`config.mk`:
```
export PLATFORM = sky130hd
export DESIGN_NAME = pseu_top
export DESIGN_NICKNAME = d
export VERILOG_FILES = /design/src/verilog/pseu_pkg.sv /design/src/verilog/pseu_sync.sv /design/src/verilog/pseu_top.sv
export SDC_FILE = /design/constraint.sdc
export NUM_CORES = 1
export LEC_CHECK = 0
export BUFFER_PORTS_ARGS = -buffer_cell sky130_fd_sc_hd__clkbuf_2
export CAP_MARGIN = 20
export CELL_PAD_IN_SITES_DETAIL_PLACEMENT = 1
export CELL_PAD_IN_SITES_GLOBAL_PLACEMENT = 1
export CORE_ASPECT_RATIO = 0.8
export CORE_MARGIN = 1.5
export CORE_UTILIZATION = 42
export CTS_CLUSTER_SIZE = 8
export DETAILED_ROUTE_END_ITERATION = 8
export GPL_TIMING_DRIVEN = 0
export MAX_ROUTING_LAYER = met4
export PLACE_DENSITY = 0.75
export SYNTH_ARGS = -nofsm -noshare
export SYNTH_HDL_FRONTEND = slang
export SYNTH_SLANG_ARGS = --single-unit
export TNS_END_PERCENT = 1
```
`constraint.sdc`:
```
create_clock -name clk_in -period 1.7 [get_ports clk_in]
set_input_delay 0.34 -clock clk_in [delete_from_list [all_inputs] [get_ports clk_in]]
set_output_delay 0.34 -clock clk_in [all_outputs]
set_load 0.005 [all_outputs]
```
`src/verilog/pseu_pkg.sv`:
```
// Purpose: Shared constants and types of the pin status and event unit.
// Assumes: Registers are 16 bits wide and sit at their byte offsets.
// Notes: Masks mark which bits of each word are implemented.
`default_nettype none
package pseu_pkg;
    // ****************************************
    // Register offsets.
    // ****************************************
    localparam logic [7:0] PSEU_OFF_DIR = 8'h4c;
    localparam logic [7:0] PSEU_OFF_POL = 8'h4e;
    localparam logic [7:0] PSEU_OFF_STK = 8'h50;
    localparam logic [7:0] PSEU_OFF_WAKE = 8'h52;
    localparam logic [7:0] PSEU_OFF_STAT = 8'h54;
    localparam logic [7:0] PSEU_OFF_SHARE = 8'h56;
    localparam logic [7:0] PSEU_OFF_DRIVE = 8'h5c;
    localparam logic [7:0] PSEU_OFF_MISC = 8'h5e;

    // ****************************************
    // Reset values and implemented bits.
    // ****************************************
    localparam logic [15:0] PSEU_RST_DIR = 16'h2e3e;
    localparam logic [15:0] PSEU_RST_POL = 16'h2e3e;
    localparam logic [15:0] PSEU_RST_STK = 16'h0000;
    localparam logic [15:0] PSEU_RST_WAKE = 16'h0000;
    localparam logic [15:0] PSEU_RST_STAT = 16'h003a;
    localparam logic [15:0] PSEU_RST_SHARE = 16'h0000;
    localparam logic [15:0] PSEU_RST_DRIVE = 16'h0000;
    localparam logic [15:0] PSEU_RST_MISC = 16'h0000;
    localparam logic [15:0] PSEU_SRC_MASK = 16'h0e3e;
    localparam logic [15:0] PSEU_FAULT_MASK = 16'h0e00;
    localparam logic [15:0] PSEU_PIN_MASK = 16'h003e;
    localparam logic [15:0] PSEU_SHARE_MASK = 16'h000c;
    localparam logic [15:0] PSEU_MISC_MASK = 16'h0001;

    // ****************************************
    // Field positions.
    // ****************************************
    localparam int PSEU_PIN_LO = 1;
    localparam int PSEU_PIN_HI = 5;
    localparam int PSEU_FAULT_LO = 9;
    localparam int PSEU_FAULT_HI = 11;
    localparam int PSEU_SECOND_PIN = 2;
    localparam int PSEU_SEL_LO = 2;
    localparam int PSEU_SEL_HI = 3;
    localparam int PSEU_IRQ_INV_BIT = 0;

    // ****************************************
    // Function codes of the second pin.
    // ****************************************
    localparam logic [1:0] PSEU_SEL_IRQ = 2'h0;
    localparam logic [1:0] PSEU_SEL_GPIO = 2'h1;
    localparam logic [1:0] PSEU_SEL_IR = 2'h2;

    // Register access request from the control port.
    typedef struct packed {
        logic wr;
        logic rd;
        logic [7:0] addr;
        logic [15:0] data;
    } pseu_req_t;
endpackage
`default_nettype wire

```
`src/verilog/pseu_sync.sv`:
```
// Purpose: Two-stage synchroniser for a vector of level inputs.
// Assumes: Each bit is an independent level; no word coherence is given.
// Notes: The first stage feeds only the second stage.
`timescale 1ns/1ps
`default_nettype none
module pseu_sync #(
    parameter int WIDTH = 8
) (
    input wire logic clk_in,
    input wire logic reset_in,
    input wire logic [WIDTH-1:0] async_in,
    output logic [WIDTH-1:0] sync_out
);
    logic [WIDTH-1:0] stage_one;
    logic [WIDTH-1:0] next_stage_one;
    logic [WIDTH-1:0] next_sync;

    if (WIDTH < 1) begin : g_check
        $error("pseu_sync needs a width of at least one.");
    end

    // The next values simply shift the input through both stages.
    always_comb begin
        next_stage_one = async_in;
        next_sync = stage_one;
    end

    // Both stages clear on reset so status starts from a known level.
    always_ff @(posedge clk_in) begin
        if (reset_in) begin
            stage_one <= '0;
            sync_out <= '0;
        end else begin
            stage_one <= next_stage_one;
            sync_out <= next_sync;
        end
    end

    // ****************************************
    // Assertions.
    // ****************************************
    // Once reset has been gone for two edges the output is the input of two edges back.
    property p_sync;
        @(posedge clk_in) disable iff (reset_in)
        (!$past(reset_in) && !$past(reset_in, 2)) |-> (sync_out == $past(async_in, 2));
    endproperty
    a_sync: assert property (p_sync) else $error("Synchroniser latency is not two cycles.");
endmodule
`default_nettype wire

```
`src/verilog/pseu_top.sv`:
```
// Purpose: Five general pins and three fault sources with status, sticky and wake-up logic.
// Assumes: Register requests arrive as one-cycle strobes on the control port.
// Notes: Status of a sticky source holds until software writes zero to it, clears its sticky enable, bypasses it or moves pin 2 to another function.
// Notes on behaviour
// Direction bits 5..1 make a pin output at 0, input at 1; inputs after reset.
// Fault configure bits 11..9 bypass at 0, normal at 1; normal after reset.
// Polarity 0 means low active, 1 high active; every polarity resets to 1.
// Sticky enable 1 latches an active indication; 0 lets status follow live level.
// Wake-up enable 1 lets a source cause wake-up; resets to 0.
// Status read returns pins at bits 5..1 and faults at bits 11..9.
// Writing zero to a status bit clears its latch; written values are not stored.
// Status reads 0x003a straight after reset.
// Second pin function: 00 interrupt, 01 pin, 10 infrared data, 11 reserved.
// Bits 8..6 and bit 0 of the source registers read as zero.
// Each output pin drives the level of its drive control bit.
// An inversion bit flips the interrupt output level when set.
// Interrupt asserts when any used source shows active status with wake-up enabled.
// Every source is synchronised to the clock before any further use.
`timescale 1ns/1ps
`default_nettype none
module pseu_top (
    input wire logic clk_in,
    input wire logic reset_in,
    input wire pseu_pkg::pseu_req_t req_in,
    output logic [15:0] rdata_out,
    output logic rvalid_out,
    input wire logic [5:1] pin_in,
    output logic [5:1] pin_out,
    output logic [5:1] pin_oe_out,
    input wire logic [2:0] fault_in,
    input wire logic ir_data_in,
    output logic irq_out
);
    // ****************************************
    // Registers and next values.
    // ****************************************
    logic [15:0] dir_cfg;
    logic [15:0] pol;
    logic [15:0] stk;
    logic [15:0] wake;
    logic [15:0] status;
    logic [15:0] share;
    logic [15:0] drive;
    logic [15:0] misc;
    logic [15:0] rdata;
    logic rvalid;
    logic [15:0] next_dir_cfg;
    logic [15:0] next_pol;
    logic [15:0] next_stk;
    logic [15:0] next_wake;
    logic [15:0] next_status;
    logic [15:0] next_share;
    logic [15:0] next_drive;
    logic [15:0] next_misc;
    logic [15:0] next_rdata;
    logic next_rvalid;
    logic [5:1] pin_sync;
    logic [2:0] fault_sync;
    logic [15:0] src;
    logic [15:0] use_v;
    logic [15:0] act_v;
    logic [15:0] clr_v;
    logic [1:0] sel;
    logic irq_raw;
    logic irq_level;

    // ****************************************
    // Input synchronisation.
    // ****************************************
    // Pins and analog detectors change at any time, so both pass two flops first.
    pseu_sync #(.WIDTH(8)) u_sync (
        .clk_in(clk_in),
        .reset_in(reset_in),
        .async_in({fault_in, pin_in}),
        .sync_out({fault_sync, pin_sync})
    );

    // Sources laid out at their status bit positions; fault 0 is bias two at bit 9.
    assign src = {4'h0, fault_sync, 3'h0, pin_sync, 1'b0};
    assign sel = share[pseu_pkg::PSEU_SEL_HI:pseu_pkg::PSEU_SEL_LO];

    // ****************************************
    // Status evaluation.
    // ****************************************
    // A bypassed fault, or the second pin while it serves another function, never shows active.
    always_comb begin
        use_v = pseu_pkg::PSEU_SRC_MASK & (dir_cfg | ~pseu_pkg::PSEU_FAULT_MASK);
        if (sel != pseu_pkg::PSEU_SEL_GPIO) begin
            use_v[pseu_pkg::PSEU_SECOND_PIN] = 1'b0;
        end
        act_v = use_v & ~(src ^ pol);
        clr_v = '0;
        if (req_in.wr && req_in.addr == pseu_pkg::PSEU_OFF_STAT) begin
            clr_v = ~req_in.data;
        end
    end

    // Interrupt is the OR of enabled, active status bits, optionally inverted.
    always_comb begin
        irq_raw = |(status & wake & pseu_pkg::PSEU_SRC_MASK);
        irq_level = irq_raw ^ misc[pseu_pkg::PSEU_IRQ_INV_BIT];
    end

    // ****************************************
    // Register next values.
    // ****************************************
    // Write decode; a new event wins over a clear in the same cycle.
    always_comb begin
        next_dir_cfg = dir_cfg;
        next_pol = pol;
        next_stk = stk;
        next_wake = wake;
        next_share = share;
        next_drive = drive;
        next_misc = misc;
        // Latched bits survive only when sticky and not cleared; live bits are re-evaluated.
        next_status = act_v | (stk & status & ~clr_v & use_v);
        if (req_in.wr) begin
            if (req_in.addr == pseu_pkg::PSEU_OFF_DIR) begin
                next_dir_cfg = req_in.data & pseu_pkg::PSEU_SRC_MASK;
            end else if (req_in.addr == pseu_pkg::PSEU_OFF_POL) begin
                next_pol = req_in.data & pseu_pkg::PSEU_SRC_MASK;
            end else if (req_in.addr == pseu_pkg::PSEU_OFF_STK) begin
                next_stk = req_in.data & pseu_pkg::PSEU_SRC_MASK;
            end else if (req_in.addr == pseu_pkg::PSEU_OFF_WAKE) begin
                next_wake = req_in.data & pseu_pkg::PSEU_SRC_MASK;
            end else if (req_in.addr == pseu_pkg::PSEU_OFF_SHARE) begin
                next_share = req_in.data & pseu_pkg::PSEU_SHARE_MASK;
            end else if (req_in.addr == pseu_pkg::PSEU_OFF_DRIVE) begin
                next_drive = req_in.data & pseu_pkg::PSEU_PIN_MASK;
            end else if (req_in.addr == pseu_pkg::PSEU_OFF_MISC) begin
                next_misc = req_in.data & pseu_pkg::PSEU_MISC_MASK;
            end
        end
    end

    // Read decode; reserved upper bits of direction and polarity read their fixed reset value.
    always_comb begin
        next_rvalid = req_in.rd;
        next_rdata = rdata;
        if (req_in.rd) begin
            if (req_in.addr == pseu_pkg::PSEU_OFF_DIR) begin
                next_rdata = dir_cfg | (pseu_pkg::PSEU_RST_DIR & ~pseu_pkg::PSEU_SRC_MASK);
            end else if (req_in.addr == pseu_pkg::PSEU_OFF_POL) begin
                next_rdata = pol | (pseu_pkg::PSEU_RST_POL & ~pseu_pkg::PSEU_SRC_MASK);
            end else if (req_in.addr == pseu_pkg::PSEU_OFF_STK) begin
                next_rdata = stk;
            end else if (req_in.addr == pseu_pkg::PSEU_OFF_WAKE) begin
                next_rdata = wake;
            end else if (req_in.addr == pseu_pkg::PSEU_OFF_STAT) begin
                next_rdata = status;
            end else if (req_in.addr == pseu_pkg::PSEU_OFF_SHARE) begin
                next_rdata = share;
            end else if (req_in.addr == pseu_pkg::PSEU_OFF_DRIVE) begin
                next_rdata = drive;
            end else if (req_in.addr == pseu_pkg::PSEU_OFF_MISC) begin
                next_rdata = misc;
            end else begin
                next_rdata = 16'h0000;
            end
        end
    end

    // All control state returns to its documented value on reset.
    always_ff @(posedge clk_in) begin
        if (reset_in) begin
            dir_cfg <= pseu_pkg::PSEU_RST_DIR & pseu_pkg::PSEU_SRC_MASK;
            pol <= pseu_pkg::PSEU_RST_POL & pseu_pkg::PSEU_SRC_MASK;
            stk <= pseu_pkg::PSEU_RST_STK;
            wake <= pseu_pkg::PSEU_RST_WAKE;
            status <= pseu_pkg::PSEU_RST_STAT;
            share <= pseu_pkg::PSEU_RST_SHARE;
            drive <= pseu_pkg::PSEU_RST_DRIVE;
            misc <= pseu_pkg::PSEU_RST_MISC;
            rdata <= 16'h0000;
            rvalid <= 1'b0;
        end else begin
            dir_cfg <= next_dir_cfg;
            pol <= next_pol;
            stk <= next_stk;
            wake <= next_wake;
            status <= next_status;
            share <= next_share;
            drive <= next_drive;
            misc <= next_misc;
            rdata <= next_rdata;
            rvalid <= next_rvalid;
        end
    end

    // ****************************************
    // Pin drivers.
    // ****************************************
    // The second pin carries the interrupt or infrared data regardless of its direction bit.
    always_comb begin
        pin_out = drive[pseu_pkg::PSEU_PIN_HI:pseu_pkg::PSEU_PIN_LO];
        pin_oe_out = ~dir_cfg[pseu_pkg::PSEU_PIN_HI:pseu_pkg::PSEU_PIN_LO];
        if (sel == pseu_pkg::PSEU_SEL_IRQ) begin
            pin_out[pseu_pkg::PSEU_SECOND_PIN] = irq_level;
            pin_oe_out[pseu_pkg::PSEU_SECOND_PIN] = 1'b1;
        end else if (sel == pseu_pkg::PSEU_SEL_IR) begin
            pin_out[pseu_pkg::PSEU_SECOND_PIN] = ir_data_in;
            pin_oe_out[pseu_pkg::PSEU_SECOND_PIN] = 1'b1;
        end else if (sel != pseu_pkg::PSEU_SEL_GPIO) begin
            pin_oe_out[pseu_pkg::PSEU_SECOND_PIN] = 1'b0;
        end
    end

    assign irq_out = irq_level;
    assign rdata_out = rdata;
    assign rvalid_out = rvalid;

    // ****************************************
    // Assertions.
    // ****************************************
    property p_dir;
        @(posedge clk_in) disable iff (reset_in)
        (req_in.wr && req_in.addr == pseu_pkg::PSEU_OFF_DIR) |=> (pin_oe_out[5:3] == ~$past(req_in.data[5:3]));
    endproperty
    a_dir: assert property (p_dir) else $error("Direction write did not steer output enables.");

    property p_bypass;
        @(posedge clk_in) disable iff (reset_in)
        (!dir_cfg[9] && !(req_in.wr && req_in.addr == pseu_pkg::PSEU_OFF_DIR)) |=> !status[9];
    endproperty
    a_bypass: assert property (p_bypass) else $error("Bypassed fault shows status.");

    property p_polarity;
        @(posedge clk_in) disable iff (reset_in)
        (!stk[10] && dir_cfg[10]) |=> (status[10] == ($past(src[10]) ~^ $past(pol[10])));
    endproperty
    a_polarity: assert property (p_polarity) else $error("Live status ignores polarity.");

    property p_sticky;
        @(posedge clk_in) disable iff (reset_in)
        (stk[1] && status[1] && !clr_v[1]) |=> status[1];
    endproperty
    a_sticky: assert property (p_sticky) else $error("Sticky status was lost.");

    property p_clear;
        @(posedge clk_in) disable iff (reset_in)
        (clr_v[11] && !act_v[11]) |=> !status[11];
    endproperty
    a_clear: assert property (p_clear) else $error("Writing zero did not clear status.");

    property p_reset_stat;
        @(posedge clk_in) $fell(reset_in) |-> (status == 16'h003a);
    endproperty
    a_reset_stat: assert property (p_reset_stat) else $error("Status wrong after reset.");

    property p_irq_pin;
        @(posedge clk_in) disable iff (reset_in)
        (sel == 2'h0) |-> (pin_oe_out[2] && pin_out[2] == irq_out);
    endproperty
    a_irq_pin: assert property (p_irq_pin) else $error("Second pin not carrying interrupt.");

    // Bit 0 of the misc word is the live interrupt invert control, so only that read may show it set.
    property p_reserved;
        @(posedge clk_in) disable iff (reset_in)
        req_in.rd |=> (rdata_out[8:6] == 3'h0 && rvalid_out &&
            (!rdata_out[0] || $past(req_in.addr) == pseu_pkg::PSEU_OFF_MISC));
    endproperty
    a_reserved: assert property (p_reserved) else $error("Reserved bits read non-zero.");

    property p_drive;
        @(posedge clk_in) disable iff (reset_in)
        (req_in.wr && req_in.addr == pseu_pkg::PSEU_OFF_DRIVE) |=> (pin_out[5] == $past(req_in.data[5]));
    endproperty
    a_drive: assert property (p_drive) else $error("Drive level not applied.");

    property p_irq;
        @(posedge clk_in) disable iff (reset_in)
        (wake[9] && status[9]) |-> (irq_out != misc[0]);
    endproperty
    a_irq: assert property (p_irq) else $error("Enabled active source gave no interrupt.");
endmodule
`default_nettype wire
```
# --- After elaboration in Yosys (flattened, before gate mapping) ---
# Cells that the tools add are included.
op_classes:
  addsub: 0
  n_mul: 0
  div_mod_pow: 0
  order_cmp: 0
  eq_ne: 10
  n_shift: 0
  muxes: 15
  bitwise: 18
  reduce_logical: 10
ops:
  columns: ["operator", "count"]
  rows:
  - ["16-bit two-way mux", 6]
  - ["8-bit by 7-bit equality test with 1-bit output (second input constant)", 8]
  - ["12-bit by 16-bit bitwise AND with 16-bit output", 2]
  - ["16-bit inverter", 2]
  - ["16-bit by 12-bit bitwise AND with 16-bit output", 1]
  - ["16-bit bitwise AND", 1]
  - ["12-bit inverter with 16-bit output", 1]
  - ["16-bit bitwise OR", 1]
  - ["12-bit bitwise AND", 1]
  - ["6-bit two-way mux", 2]
  - ["12-bit bitwise XOR", 1]
  - ["8-bit AND reduction", 1]
  - ["8-bit OR reduction", 1]
  - ["1-bit two-way mux", 7]
  - ["7-bit AND reduction", 1]
  - ["1-bit inverter", 6]
  - ["6-bit AND reduction", 1]
  - ["5-bit inverter", 1]
  - ["5-bit AND reduction", 1]
  - ["4-bit AND reduction", 1]
  - ["3-bit AND reduction", 1]
  - ["2-bit equality test (second input constant)", 1]
  - ["2-bit logical NOT", 1]
  - ["2-bit by 1-bit inequality test with 1-bit output (second input constant)", 1]
  - ["other kinds (3)", 3]
word_totals:
  reg_bits: 89
  latch_bits: 0
  ramBits: 0
  mem_bits_ro: 0
  in_bits: 37
  output_inout_bits: 28
  elab_cells: 65
  mem_count: 0

# --- Depth between registers and ports, before layout ---
# Gate-level depths: netlist (run 1).
logic_depth:
  ltp_word: 9
  mapped_depth: 6
  depth_no_buf: 4

# --- Cells and area by module ---
# A second synthesis (run 1) with hierarchy kept.
unflattened:
  cells_unflattened: 380
  hier_area_um2: 3450.8
by_module_without_submodules:
  columns: ["mod", "instances", "cells_each", "area_each_um2", "seq_area_each_um2"]
  rows:
  - ["pseu_top", 1, 347, 2986.6, 1181.1]
  - ["pseu_sync", 1, 33, 464.2, 320.3]

# --- Least setup slack after synthesis (run 1) ---
# OpenSTA, ideal clock, no wires.
synth_path:
  path_type: "input to register"
  start: "in req_in[19] in the netlist's numbering"
  end: "reg rdata[1] (netlist: rdata_out[1])"
  setup_time_ns: 0.117
  arrival_time_ns: 1.506
  required_time_ns: 1.583
  path_slack_ns: 0.077
  cell_stages: 6
  n_path_buf: 2
  path_cell_list: "buf_4 > and4bb_1 > buf_4 > nand2_1 > or3_1 > a32o_1"
synth_via:
  elab_chain_cells: 8
  word_cells_on_any_way: 14
  cone_classes: "eq/ne (7); mux (7)"
synth_rtl:
  columns: ["item", "line_no", "text"]
  rows:
  - ["from (decl)", "pseu_top.sv:24", "input wire pseu_pkg::pseu_req_t req_in,"]
  - ["8-bit by 7-bit equality test with 1-bit output", "pseu_top.sv:154", "end else if (req_in.addr == pseu_pkg::PSEU_OFF_DRIVE) begin"]
  - ["6-bit two-way mux", "pseu_top.sv:154", null]
  - ["6-bit two-way mux", "pseu_top.sv:152", "end else if (req_in.addr == pseu_pkg::PSEU_OFF_SHARE) begin"]
  - ["16-bit two-way mux", "pseu_top.sv:150", "end else if (req_in.addr == pseu_pkg::PSEU_OFF_STAT) begin"]
  - ["16-bit two-way mux", "pseu_top.sv:148", "end else if (req_in.addr == pseu_pkg::PSEU_OFF_WAKE) begin"]
  - ["16-bit two-way mux", "pseu_top.sv:146", "end else if (req_in.addr == pseu_pkg::PSEU_OFF_STK) begin"]
  - ["16-bit two-way mux", "pseu_top.sv:144", "end else if (req_in.addr == pseu_pkg::PSEU_OFF_POL) begin"]
  - ["16-bit two-way mux (*)", "pseu_top.sv:142", "if (req_in.addr == pseu_pkg::PSEU_OFF_DIR) begin"]
  - ["to (signal assigned)", "pseu_top.sv:186", "rdata <= next_rdata;"]
  - ["to (decl)", "pseu_top.sv:45", "logic [15:0] rdata;"]
# Mark *: on every way between the ends. The rest lies on a longest branch, timed or not.
# A chain may end at the register's enable or synchronous reset.

# --- Worst setup path after layout (run 1) ---
layout_path:
  start: "reg wake[9]"
  end: "out pin_out[2] in the netlist's numbering"
layout_via:
  elab_chain_cells: 4
layout_rtl:
  columns: ["item", "line_no", "text"]
  rows:
  - ["from (decl)", "pseu_top.sv:40", "logic [15:0] wake;"]
  - ["from (signal assigned)", "pseu_top.sv:170", "wake <= pseu_pkg::PSEU_RST_WAKE;"]
  - ["from (signal assigned)", "pseu_top.sv:181", "wake <= next_wake;"]
  - ["12-bit bitwise AND", "pseu_top.sv:100", "irq_raw = |(status & wake & pseu_pkg::PSEU_SRC_MASK);"]
  - ["8-bit OR reduction", "pseu_top.sv:100", null]
  - ["1-bit bitwise XOR", "pseu_top.sv:101", "irq_level = irq_raw ^ misc[pseu_pkg::PSEU_IRQ_INV_BIT];"]
  - ["1-bit two-way mux", "pseu_top.sv:198", "if (sel == pseu_pkg::PSEU_SEL_IRQ) begin"]
  - ["to (decl)", "pseu_top.sv:28", "output logic [5:1] pin_out,"]
# No other way between the ends.

==> impl_results.rst, run 1 <==
.. list-table::
   :header-rows: 1

   * - Metric
     - Value
   * - Count of vias placed by the detailed router
     - 3115
   * - Number of buffers added on ports
     - 49
   * - Critical Path Sink Type
     - primary output
   * - Cell count after synthesis
     - 381
   * - Final layout net count
     - 483
   * - Sequential area share after synthesis
     - 42.3%
   * - Initial standard-cell utilization of the core
     - 44.1%
   * - Max capacitance violation total
     - 0
   * - Horiz. Die Dim
     - 106 um
   * - Library cell used as clock root buffer
     - sky130_fd_sc_hd__clkbuf_8
   * - Hold_buf cts
     - 0
   * - TritonCTS clock tree
     - built
   * - Critical Path Source Type
     - flop
   * - Final instance count without filler cells
     - 558
   * - Slowest Stage Delay on Critical Path
     - 340 ps
   * - Drt wl/cell
     - 19.2 um
   * - Placeable core region
     - 8060 um^2
   * - Leak
     - 0.00172 uW
   * - Chip Height
     - 85.3 um
   * - All-Layer GR Usage
     - 25.6%
   * - GRT overflow
     - 0
   * - Final WS setup
     - -168 ps
   * - Antenna violations before repair
     - 0
   * - HPWL after detailed placement
     - 7830 um
   * - Overall power after layout
     - 3490 uW
   * - Setup tns final
     - -231 ps
   * - Num CTS Buffers
     - 9
   * - Worst slew slack as a fraction of its limit
     - 44.1%
   * - Transition at the pin with the smallest max-transition slack
     - 833 ps
   * - Most instantiated library cell after synthesis
     - sky130_fd_sc_hd__dfxtp_1
   * - Maximum frequency from static timing analysis
     - 0.535 GHz
   * - Maximum fanout count along the critical path
     - 3
   * - Weighted congestion reported at the end of routability-driven placement
     - 0.945
   * - Largest net degree at the start of global routing
     - 13
   * - Number of buffers added for setup after CTS
     - 0
   * - Hold crit path type
     - in -> reg
   * - Post-route ant nets
     - 0
   * - R2R Setup Slk
     - 390 ps
   * - Final core utilization
     - 51.9%
   * - Violation count after the first detailed-route iteration
     - 229
   * - Distinct cell type count of the synthesized netlist
     - 54
   * - Share of the clock period used by the worst path
     - 110%
   * - Required time reported for the critical path endpoint
     - 1360 ps
   * - # DRC
     - 0
   * - Final count of negative-setup-slack endpoints
     - 2
   * - Post-synthesis cell area
     - 3550 um^2
   * - Average via count per standard cell
     - 5.58
   * - Clock latency at the later pin of the worst-skew pair
     - 350 ps
   * - Top cells by instance count after synthesis
     - sky130_fd_sc_hd__dfxtp_1 (75), sky130_fd_sc_hd__nor2_1 (48), sky130_fd_sc_hd__nor2b_1 (31), sky130_fd_sc_hd__mux2i_1 (28), sky130_fd_sc_hd__a211o_1 (16)
   * - TritonCTS sink count
     - 75
   * - Number of storage elements in the synthesis netlist
     - 75
   * - Signal arrival time at the worst endpoint
     - 1530 ps
   * - Share of synthesized area spent on multiplexers
     - 9.48%
   * - RSZ-0062 raised after global routing
     - yes
   * - EDFF count, synth
     - 0
   * - Via count of the first global-routing pass
     - 3066
   * - Post-route minimum period
     - 1870 ps
   * - Number of levels in the clock H-tree
     - 3
   * - Placed Instances
     - 543
   * - Final number of hold-violating endpoints
     - 0
   * - Setup Crit Path Kind
     - reg -> out
   * - Adder-cell share of the synthesized area
     - 0%
   * - Power density cells
     - 836 nW/um^2
   * - Portion of synthesized cell area occupied by the leading cell type
     - 42.3%
   * - Violations in the final reports
     - setup timing
   * - Synth-to-layout area growth
     - 17.7%
   * - Compound-Gate Fraction of Synth Area
     - 15.3%
   * - Top FF cell, synth
     - sky130_fd_sc_hd__dfxtp_1
   * - Max rail drop VDD
     - 0.545 mV
   * - Xor and xnor area share after synthesis
     - 2.22%
   * - Count of final max-slew check failures
     - 0
   * - Final Skew
     - 8.70 ps
   * - Inserted Diodes
     - 0
   * - Status
     - finished with violations
   * - Fraction of layout instances using a drive strength above 1
     - 24.4%
   * - Wire length of the first global-routing pass
     - 16900 um
   * - Combinational family with the most area after synthesis
     - simple AND/OR/NAND/NOR gates
   * - Clock transition time at the flip-flop clock pins of the worst setup and hold paths
     - 80 ps
   * - Bufs on Longest Clock Path
     - 2
   * - Count of synthesis-stage warnings from yosys
     - 0
   * - Mapped Avg Cell Area
     - 9.32 um^2
   * - DRT Wirelength
     - 10700 um
   * - Async SR Flop Fraction
     - 0%
   * - Top cells by area in the synthesized netlist
     - sky130_fd_sc_hd__dfxtp_1 (42%), sky130_fd_sc_hd__mux2i_1 (7.9%), sky130_fd_sc_hd__nor2b_1 (5.5%)
   * - Crit-path cells
     - a22oi_2, nand4_1, xor2_1, a21o_1, clkbuf_2
   * - DRT Pass-1 Iters
     - 4
   * - Die footprint
     - 9020 um^2
   * - # IOs
     - 65
   * - Number of placement rows
     - 29
   * - Slowest stage cell, crit path
     - sky130_fd_sc_hd__dfxtp_2
   * - Area leader, netlist
     - sky130_fd_sc_hd__dfxtp_1
   * - Area share of and/or/nand/nor cells after synthesis
     - 23.6%
## metrics by stage
step,instance area (um^2),hold WS [ps],worst slack [ps]
global placement,3950,418,-562
finish,4180,186,-168
CTS,4170,186,-162
floorplan,3570,414,76.9
detailed placement,3950,429,-573
global route,4180,202,-224
## registers in the layout, indices dropped and copies added (netlist names)
| register | count |
|---|---|
| pol | 8 |
| share | 2 |
| misc | 1 |
| status | 8 |
| u_sync.next_sync | 8 |
| stk | 8 |
| u_sync.sync_out | 8 |
| drive | 5 |
| rdata_out | 10 |
| rvalid_out | 1 |
| wake | 8 |
| dir_cfg | 8 |
## metal layers
| layer | part of all wire, % | vias to the layer above | GRT usage [%] |
|---|---|---|---|
| met5 | 0 | - | - |
| met4 | 2.2 | 0 | 8.23 |
| met3 | 4.7 | 22 | 4.92 |
| met2 | 47 | 92 | 40.9 |
| met1 | 46 | 1534 | 32.7 |
| li1 | - | 1467 | - |
## final cells by class
type                            count  area (um^2)
Clock inverter                      4         51.3
Timing Repair Buffer               49          245
Clock buffer                       11          141
Multi-Input combinational cell    262         1840
Inverter                           14         52.6
Fill cell                         975         3870
Buffer                             35          203
Sequential cell                    75         1510
Tap cell                          108          135
## kinds of logic (layout without fill, tap and decap cells)
group,count (synthesis),count (layout)
flip-flops,75,75
buffers and inverters,49,113
other,1,6
XOR/XNOR,9,9
AO/OA/AOI/OAI,68,68
AND/OR/NAND/NOR,146,146
multiplexers,33,33
## worst max-delay path: cells and delay by family (launching register included)
kind	cells	cell delay, ps
compound gates	2	360
flops	1	340
xor+xnor	1	200
simple gates	1	180
buf+inv	1	100
## path summary, 6_finish.rpt
check,startpoint,end,depth (start not counted)
max,wake[9]$_SDFFE_PP0P_,pin_out[2],5
min,fault_in[2],u_sync.next_sync[7]$_SDFF_PP0_,2
max reg2reg,status[1]$_SDFF_PP1_,rdata_out[1]$_SDFFE_PP0P_,4
min reg2reg,u_sync.next_sync[2]$_SDFF_PP0_,u_sync.sync_out[2]$_SDFF_PP0_,1
## report_power, final
group | internal [uW] | switching [uW] | leakage, uW
clock | 711 | 663 | 0.0000954
combinational | 115 | 190 | 0.00101
sequential | 1790 | 23.0 | 0.000614
## layout by cell type, fill, tap and decap left out, types with 3 or more instances in the layout
cell	netlist	layout
sky130_fd_sc_hd__inv_1	14	14
sky130_fd_sc_hd__clkbuf_8	0	10
sky130_fd_sc_hd__a31oi_1	3	3
sky130_fd_sc_hd__nand3_1	13	13
sky130_fd_sc_hd__nor2_1	48	47
sky130_fd_sc_hd__a21oi_1	5	5
sky130_fd_sc_hd__nor2b_1	31	31
sky130_fd_sc_hd__o2111ai_1	3	3
sky130_fd_sc_hd__buf_4	14	14
sky130_fd_sc_hd__nand2b_1	11	11
sky130_fd_sc_hd__nand4_1	7	7
sky130_fd_sc_hd__a211oi_1	4	4
sky130_fd_sc_hd__a22oi_2	0	3
sky130_fd_sc_hd__xnor2_1	4	4
sky130_fd_sc_hd__clkbuf_2	0	49
sky130_fd_sc_hd__or3_1	3	3
sky130_fd_sc_hd__nor3b_1	3	3
sky130_fd_sc_hd__nor3_1	4	4
sky130_fd_sc_hd__dfxtp_2	0	7
sky130_fd_sc_hd__nand3b_1	3	3
sky130_fd_sc_hd__a211o_1	16	16
sky130_fd_sc_hd__a22oi_1	7	4
sky130_fd_sc_hd__dfxtp_1	75	68
sky130_fd_sc_hd__o211ai_1	10	10
sky130_fd_sc_hd__xor2_1	5	5
sky130_fd_sc_hd__mux2i_1	28	28
sky130_fd_sc_hd__conb_1	1	6
sky130_fd_sc_hd__clkbuf_1	13	12
sky130_fd_sc_hd__a32o_1	3	3
sky130_fd_sc_hd__nand2_1	11	11
sky130_fd_sc_hd__mux2_2	5	5
sky130_fd_sc_hd__buf_2	6	9
## what timing repair did
item | in CTS | in global routing
endpoints found under the setup margin | 30 | 22
pin swaps | 4 | 1
gates resized for setup | 12 | 6
(Power assumes the default switching activity.)
==> inputs of run 2 (changes only) <==
--- a/config.mk
+++ b/config.mk
@@ -5,19 +5,20 @@
 export SDC_FILE = /design/constraint.sdc
 export NUM_CORES = 1
 export LEC_CHECK = 0
-export BUFFER_PORTS_ARGS = -buffer_cell sky130_fd_sc_hd__clkbuf_2
 export CAP_MARGIN = 20
 export CELL_PAD_IN_SITES_DETAIL_PLACEMENT = 1
 export CELL_PAD_IN_SITES_GLOBAL_PLACEMENT = 1
 export CORE_ASPECT_RATIO = 0.8
 export CORE_MARGIN = 1.5
-export CORE_UTILIZATION = 42
+export CORE_UTILIZATION = 47
 export CTS_CLUSTER_SIZE = 8
 export DETAILED_ROUTE_END_ITERATION = 8
+export DONT_BUFFER_PORTS = 1
 export GPL_TIMING_DRIVEN = 0
 export MAX_ROUTING_LAYER = met4
-export PLACE_DENSITY = 0.75
+export PLACE_DENSITY = 0.74
 export SYNTH_ARGS = -nofsm -noshare
 export SYNTH_HDL_FRONTEND = slang
+export SYNTH_HIERARCHICAL = 1
 export SYNTH_SLANG_ARGS = --single-unit
 export TNS_END_PERCENT = 1
==> run 2 against run 1 <==
The flow finishes with violations (DRC, setup timing). Via count shrank 5.0%. Register-to-register slack lost 110 ps. Clock skew shrank 4.3 ps. Sequential power about the same. Maximum frequency shrank 4.1%. Sequential cell count unchanged. Sequential share of layout area increased by 3.0 points. Hold slack worse by 96 ps. Critical path depth is 1 lower. Setup slack lost 80 ps. Critical endpoint unchanged. Largest cell class unchanged.
==> impl_results.rst, run 2 <==
.. list-table::
   :header-rows: 1

   * - Metric
     - Value
   * - Num CTS Buffers
     - 9
   * - Largest net degree at the start of global routing
     - 14
   * - Final WS setup
     - -248 ps
   * - Number of levels in the clock H-tree
     - 3
   * - Die footprint
     - 7870 um^2
   * - Worst Min Path Start
     - reset_in
   * - Maximum frequency from static timing analysis
     - 0.513 GHz
   * - Top cells by instance count after synthesis
     - sky130_fd_sc_hd__dfxtp_1 (75), sky130_fd_sc_hd__nand2_1 (51), sky130_fd_sc_hd__nor2_1 (29), sky130_fd_sc_hd__a21oi_1 (26), sky130_fd_sc_hd__nor2b_1 (18)
   * - Flip-flop count of the largest register after layout
     - 10
   * - Reg2Reg Depth
     - 4
   * - Number of placement rows
     - 27
   * - Bufs on Longest Clock Path
     - 2
   * - Leak
     - 0.00149 uW
   * - HPWL after detailed placement
     - 7510 um
   * - Final count of negative-setup-slack endpoints
     - 2
   * - Synth-to-layout area growth
     - 11.4%
   * - Violation count after the first detailed-route iteration
     - 164
   * - Critical Path Sink Type
     - primary output
   * - Critical Path Source Type
     - flop
   * - Final layout net count
     - 433
   * - Count of synthesis-stage warnings from yosys
     - 6
   * - Post-route ant nets
     - 0
   * - Sequential area share after synthesis
     - 43.5%
   * - Portion of synthesized cell area occupied by the leading cell type
     - 43.5%
   * - Violations in the final reports
     - DRC, setup timing
   * - R2R Setup Slk
     - 280 ps
   * - R2R Path End
     - rdata_out[2]$_SDFFE_PP0P_
   * - Number of buffers added on ports
     - 0
   * - Most common cell after layout, fill and taps aside
     - sky130_fd_sc_hd__dfxtp_1
   * - Antenna violations before repair
     - 0
   * - Most instantiated library cell after synthesis
     - sky130_fd_sc_hd__dfxtp_1
   * - Top cells by area in the synthesized netlist
     - sky130_fd_sc_hd__dfxtp_1 (44%), sky130_fd_sc_hd__nand2_1 (5.5%), sky130_fd_sc_hd__mux2i_1 (4.9%)
   * - GRT overflow
     - 0
   * - Number of storage elements in the synthesis netlist
     - 75
   * - Terminating pin of the worst hold path
     - rvalid_out$_SDFF_PP0_
   * - Async SR Flop Fraction
     - 0%
   * - TritonCTS sink count
     - 75
   * - Most frequent cells in the layout
     - sky130_fd_sc_hd__dfxtp_1 (74), sky130_fd_sc_hd__nand2_1 (51), sky130_fd_sc_hd__nor2_1 (28), sky130_fd_sc_hd__a21oi_1 (26), sky130_fd_sc_hd__nor2b_1 (18)
   * - Drt wl/cell
     - 21.5 um
   * - Clock latency at the later pin of the worst-skew pair
     - 360 ps
   * - Placed Instances
     - 472
   * - Initial standard-cell utilization of the core
     - 49.3%
   * - Wire length of the first global-routing pass
     - 16000 um
   * - All-Layer GR Usage
     - 28.4%
   * - Mapped Avg Cell Area
     - 9.08 um^2
   * - Transition at the pin with the smallest max-transition slack
     - 657 ps
   * - Area leader, netlist
     - sky130_fd_sc_hd__dfxtp_1
   * - Chip Height
     - 79.6 um
   * - Cells on Worst Hold Path
     - 1
   * - Final instance count without filler cells
     - 488
   * - Maximum fanout count along the critical path
     - 3
   * - Required time reported for the critical path endpoint
     - 1360 ps
   * - Top FF cell, synth
     - sky130_fd_sc_hd__dfxtp_1
   * - Max capacitance violation total
     - 0
   * - Hold crit path type
     - in -> reg
   * - Setup Slack @ Placement
     - -497 ps
   * - Count of vias placed by the detailed router
     - 2959
   * - Placed Instance Area
     - 3580 um^2
   * - Post-route minimum period
     - 1950 ps
   * - Clock transition time at the flip-flop clock pins of the worst setup and hold paths
     - 80 ps
   * - Weighted congestion reported at the end of routability-driven placement
     - 0.869
   * - Final Skew
     - 4.40 ps
   * - Worst slew slack as a fraction of its limit
     - 56.2%
   * - Signal arrival time at the worst endpoint
     - 1610 ps
   * - EDFF count, synth
     - 0
   * - Count of final max-slew check failures
     - 0
   * - Beginning of the worst register-to-register path
     - status[2]$_SDFF_PP0_
   * - Average via count per standard cell
     - 6.06
   * - Setup Crit Path Kind
     - reg -> out
   * - RSZ-0062 raised after global routing
     - yes
   * - Status
     - finished with violations
   * - Distinct cell type count of the synthesized netlist
     - 51
   * - # DRC
     - 6
   * - Share of the clock period used by the worst path
     - 115%
   * - Placeable core region
     - 6990 um^2
   * - Max rail drop VDD
     - 0.510 mV
   * - Fraction of layout instances using a drive strength above 1
     - 17.0%
   * - Final number of hold-violating endpoints
     - 0
   * - Via count of the first global-routing pass
     - 2961
   * - Horiz. Die Dim
     - 98.8 um
   * - Inserted Diodes
     - 0
   * - DRT Wirelength
     - 10500 um
   * - TritonCTS clock tree
     - built
   * - Final core utilization
     - 55.0%
   * - Post-synthesis cell area
     - 3450 um^2
   * - # IOs
     - 65
   * - Cell count after synthesis
     - 380
   * - Layout Cell Area excl Fill
     - 3840 um^2
   * - Power density cells
     - 915 nW/um^2
   * - DRT Pass-1 Iters
     - 7
   * - Library cell used as clock root buffer
     - sky130_fd_sc_hd__clkbuf_8
   * - Overall power after layout
     - 3520 uW
run 2: cell types whose count changed after synthesis, sizes merged, moves of 7 or more:
cell and change:
a21oi +21, inv -7, mux2i -11, nand2 +40, nand3 -8, nor2 -20
run 2: power breakdown:
part | internal [uW] | switching, uW
clock | 763 | 707
sequential | 1790 | 23.4
combinational | 95.3 | 138
total | 2650 | 868
run 2: layout make-up:
class / count / area, um^2
Sequential cell: 75 / 1500
Multi-Input combinational cell: 272 / 1780
Buffer: 31 / 216
Inverter: 7 / 26.3
Fill cell: 822 / 3150
Clock inverter: 5 / 60.1
Clock buffer: 11 / 151
Tap cell: 87 / 109
run 2: cell families after synthesis:
| group | after synthesis | synth area share, % |
|---|---|---|
| AOI/OAI and AO/OA | 85 | 17.4 |
| and+or+nand+nor | 153 | 24.6 |
| other | 1 | 0.109 |
| buffers and inverters | 38 | 6.49 |
| muxes | 19 | 5.58 |
| xor gates and xnor gates | 9 | 2.28 |
| DFF | 75 | 43.5 |
run 2: worst max-delay path by stage:
stage                           endpoint                  start  slack [ps]
floorplan            stk[2]$_SDFFE_PP0P_             req_in[18]         -30
global placement     pol[9]$_SDFFE_PP1P_             req_in[20]        -480
detailed placement  pol[10]$_SDFFE_PP1P_             req_in[20]        -500
CTS                           pin_out[2]  status[11]$_SDFF_PP0_        -220
global route                  pin_out[2]  status[11]$_SDFF_PP0_        -270
finish                        pin_out[2]   wake[2]$_SDFFE_PP0P_        -250
run 2: per-layer routing:
| layer | up-vias | global-route usage, % | wire length, um |
|---|---|---|---|
| met2 | 127 | 44.1 | 4740 |
| met3 | 17 | 6.92 | 797 |
| met4 | 0 | 9.43 | 179 |
| met5 | - | - | 0 |
| li1 | 1351 | - | - |
| met1 | 1464 | 36.7 | 4760 |
run 2: repair_timing:
item	in CTS	in global routing
hold buffers	0	0
endpoints found under the setup margin	7	23
resized for setup	7	7
pin swaps	1	7
setup buffers	0	0
run 2: critical path, cell delays in order, from the launching register on:
cell                      delay [ps]
sky130_fd_sc_hd__dfxtp_1         350
sky130_fd_sc_hd__a22oi_2         230
sky130_fd_sc_hd__nand4_1         260
sky130_fd_sc_hd__xor2_2          230
sky130_fd_sc_hd__a21o_1          180
run 2: metrics by stage:
| step | TNS, ps | hold WS, ps |
|---|---|---|
| after floorplan | -510 | 414 |
| after global routing | -428 | 80.4 |
| after global placement | -11810 | 419 |
| final | -318 | 89.7 |
| after CTS | -263 | 83.8 |
| after detailed placement | -13440 | 428 |
==> inputs of run 3 (changes only) <==
--- a/config.mk
+++ b/config.mk
@@ -10,15 +10,14 @@
 export CELL_PAD_IN_SITES_GLOBAL_PLACEMENT = 1
 export CORE_ASPECT_RATIO = 0.8
 export CORE_MARGIN = 1.5
-export CORE_UTILIZATION = 47
+export CORE_UTILIZATION = 48
 export CTS_CLUSTER_SIZE = 8
 export DETAILED_ROUTE_END_ITERATION = 8
 export DONT_BUFFER_PORTS = 1
 export GPL_TIMING_DRIVEN = 0
 export MAX_ROUTING_LAYER = met4
-export PLACE_DENSITY = 0.74
+export PLACE_DENSITY = 0.75
 export SYNTH_ARGS = -nofsm -noshare
 export SYNTH_HDL_FRONTEND = slang
-export SYNTH_HIERARCHICAL = 1
 export SYNTH_SLANG_ARGS = --single-unit
 export TNS_END_PERCENT = 1
==> run 3 against run 2 <==
Die area is 0.77% higher. Setup slack better by 100 ps. Hold slack improved by 17 ps. Largest cell class unchanged. Maximum frequency up 5.6%. The run ends with setup timing left.
==> impl_results.rst, run 3 (synthesis results as in run 1) <==
.. list-table::
   :header-rows: 1

   * - Metric
     - Value
   * - Initial standard-cell utilization of the core
     - 50.6%
   * - DRT Wirelength
     - 10600 um
   * - Clock transition time at the flip-flop clock pins of the worst setup and hold paths
     - 80 ps
   * - Layout Cell Area excl Fill
     - 4010 um^2
   * - Average via count per standard cell
     - 6.08
   * - All-Layer GR Usage
     - 28.3%
   * - Final count of negative-setup-slack endpoints
     - 1
   * - Placed Instance Area
     - 3680 um^2
   * - GRT overflow
     - 0
   * - Library cell used as clock root buffer
     - sky130_fd_sc_hd__clkbuf_8
   * - Worst slew slack as a fraction of its limit
     - 50.8%
   * - Share of the clock period used by the worst path
     - 108%
   * - Count of final max-slew check failures
     - 0
   * - Post-route minimum period
     - 1840 ps
   * - DRT Pass-1 Iters
     - 4
   * - Storage cell area
     - 1510 um^2
   * - Chip Height
     - 79.9 um
   * - Post-route ant nets
     - 0
   * - Final Skew
     - 6.44 ps
   * - Count of vias placed by the detailed router
     - 2999
   * - Slowest stage cell, crit path
     - sky130_fd_sc_hd__dfxtp_2
   * - Maximum fanout count along the critical path
     - 3
   * - Transition at the pin with the smallest max-transition slack
     - 732 ps
   * - Violation count after the first detailed-route iteration
     - 151
   * - Signal arrival time at the worst endpoint
     - 1500 ps
   * - Most frequent cells in the layout
     - sky130_fd_sc_hd__dfxtp_1 (67), sky130_fd_sc_hd__nor2_1 (47), sky130_fd_sc_hd__nor2b_1 (31), sky130_fd_sc_hd__mux2i_1 (28), sky130_fd_sc_hd__buf_4 (19)
   * - Max capacitance violation total
     - 0
   * - Wire length of the first global-routing pass
     - 16200 um
   * - # DRC
     - 0
   * - Final layout net count
     - 439
   * - Bufs on Longest Clock Path
     - 2
   * - Violations in the final reports
     - setup timing
   * - Leak
     - 0.00155 uW
   * - Slowest Stage Delay on Critical Path
     - 340 ps
   * - Number of placement rows
     - 27
   * - Clock latency at the later pin of the worst-skew pair
     - 350 ps
   * - Number of fill cells in the layout
     - 816
   * - Inserted Diodes
     - 0
   * - Final number of hold-violating endpoints
     - 0
   * - Die footprint
     - 7930 um^2
   * - Final WS setup
     - -144 ps
   * - Synth-to-layout area growth
     - 12.8%
   * - # IOs
     - 65
   * - Num CTS Buffers
     - 9
   * - Antenna violations before repair
     - 0
   * - Placed Instances
     - 473
   * - RSZ-0062 raised after global routing
     - yes
   * - Largest net degree at the start of global routing
     - 13
   * - TritonCTS clock tree
     - built
   * - Horiz. Die Dim
     - 99.2 um
   * - Drt wl/cell
     - 21.5 um
   * - HPWL after detailed placement
     - 7630 um
   * - Via count of the first global-routing pass
     - 2951
   * - Number of buffers added on ports
     - 0
   * - Required time reported for the critical path endpoint
     - 1360 ps
   * - Multi-input gate area
     - 1850 um^2
   * - Overall power after layout
     - 3740 uW
   * - Final instance count without filler cells
     - 493
   * - Weighted congestion reported at the end of routability-driven placement
     - 0.932
   * - Setup Slack @ Placement
     - -336 ps
   * - Fraction of layout instances using a drive strength above 1
     - 16.5%
   * - Status
     - finished with violations
   * - Placeable core region
     - 7030 um^2
   * - Flip-flop count of the largest register after layout
     - 10
   * - Power density cells
     - 934 nW/um^2
   * - Hold crit path type
     - in -> reg
   * - Number of levels in the clock H-tree
     - 3
   * - Most common cell after layout, fill and taps aside
     - sky130_fd_sc_hd__dfxtp_1
   * - Setup tns final
     - -144 ps
   * - Setup Crit Path Kind
     - reg -> out
   * - TritonCTS sink count
     - 75
   * - Maximum frequency from static timing analysis
     - 0.542 GHz
   * - Max rail drop VDD
     - 0.588 mV
   * - Crit-path cells
     - a22oi_2, nand4_1, xor2_2, a21o_1
   * - Critical Path Source Type
     - flop
   * - Critical Path Sink Type
     - primary output
==> run 3: cell types whose count changed in the layout (fill, tap and decap cells not counted), moves of 6 or more <==
cell	before	now
sky130_fd_sc_hd__inv_1	7	14
sky130_fd_sc_hd__nand3_1	5	13
sky130_fd_sc_hd__nand2_1	51	11
sky130_fd_sc_hd__nor2b_1	18	31
sky130_fd_sc_hd__mux2i_1	17	28
sky130_fd_sc_hd__dfxtp_1	74	67
sky130_fd_sc_hd__buf_4	12	19
sky130_fd_sc_hd__nor2_1	28	47
sky130_fd_sc_hd__and2b_2	6	0
sky130_fd_sc_hd__dfxtp_2	1	8
sky130_fd_sc_hd__nor2b_2	7	0
sky130_fd_sc_hd__a21oi_1	26	5
==> run 3: worst max-delay path: cells and delay by family, from the launching register on <==
kind                      cells  cell delay [ps]
xor gates and xnor gates      1              220
DFF                           1              340
and+or+nand+nor               1              220
AOI/OAI and AO/OA             2              380
==> run 3: what timing repair did <==
action,CTS,global route
pin swaps,5,5
gates resized for setup,10,8
buffers inserted,4,1
hold endpoints to repair,0,0
setup endpoints to repair,1,22
hold buffers,0,0
==> run 3: cell type report <==
type                    count  area share [%]
clock buffers              11            3.53
clock inverters             4            2.47
multi-input cells         262            46.3
repair buffers              5           0.937
inverters                  14            1.31
well taps                  87            2.72
plain buffers              35            5.06
flip-flops and latches     75            37.7
==> run 3: power by group <==
| group | leakage [uW] | switching [uW] | total [uW] | internal [uW] |
|---|---|---|---|---|
| Clock | 0.000120 | 667 | 1680 | 1010 |
| Combinational | 0.000819 | 156 | 250 | 94.2 |
| Sequential | 0.000614 | 21.7 | 1810 | 1790 |
==> run 3: routing by layer <==
layer	GRT usage [%]	vias to the layer above	wire length, um
met2	44.7	111	4950
li1	-	1380	-
met4	9.72	0	202
met5	-	-	0
met1	35.9	1491	4640
met3	6.92	17	797
==> run 3: path summary, 6_finish.rpt <==
path                                                      from                       endpoint  slack [ps]  cells past startpoint
worst max-delay path                      wake[5]$_SDFFE_PP0P_                     pin_out[2]        -140                      4
worst min-delay path                                req_in[11]           pol[11]$_SDFFE_PP1P_         110                      1
worst max register to register            status[5]$_SDFF_PP1_      rdata_out[5]$_SDFFE_PP0P_         210                      5
worst min register to register  u_sync.next_sync[5]$_SDFF_PP0_  u_sync.sync_out[5]$_SDFF_PP0_         440                      1
==> run 3: through the flow <==
step                      utilization [%]  hold slack, ps
after global routing                 57.0            95.4
after CTS                            56.6             103
after floorplan                         -             414
after detailed placement             52.4             428
final                                57.0             106
after global placement               52.4             419
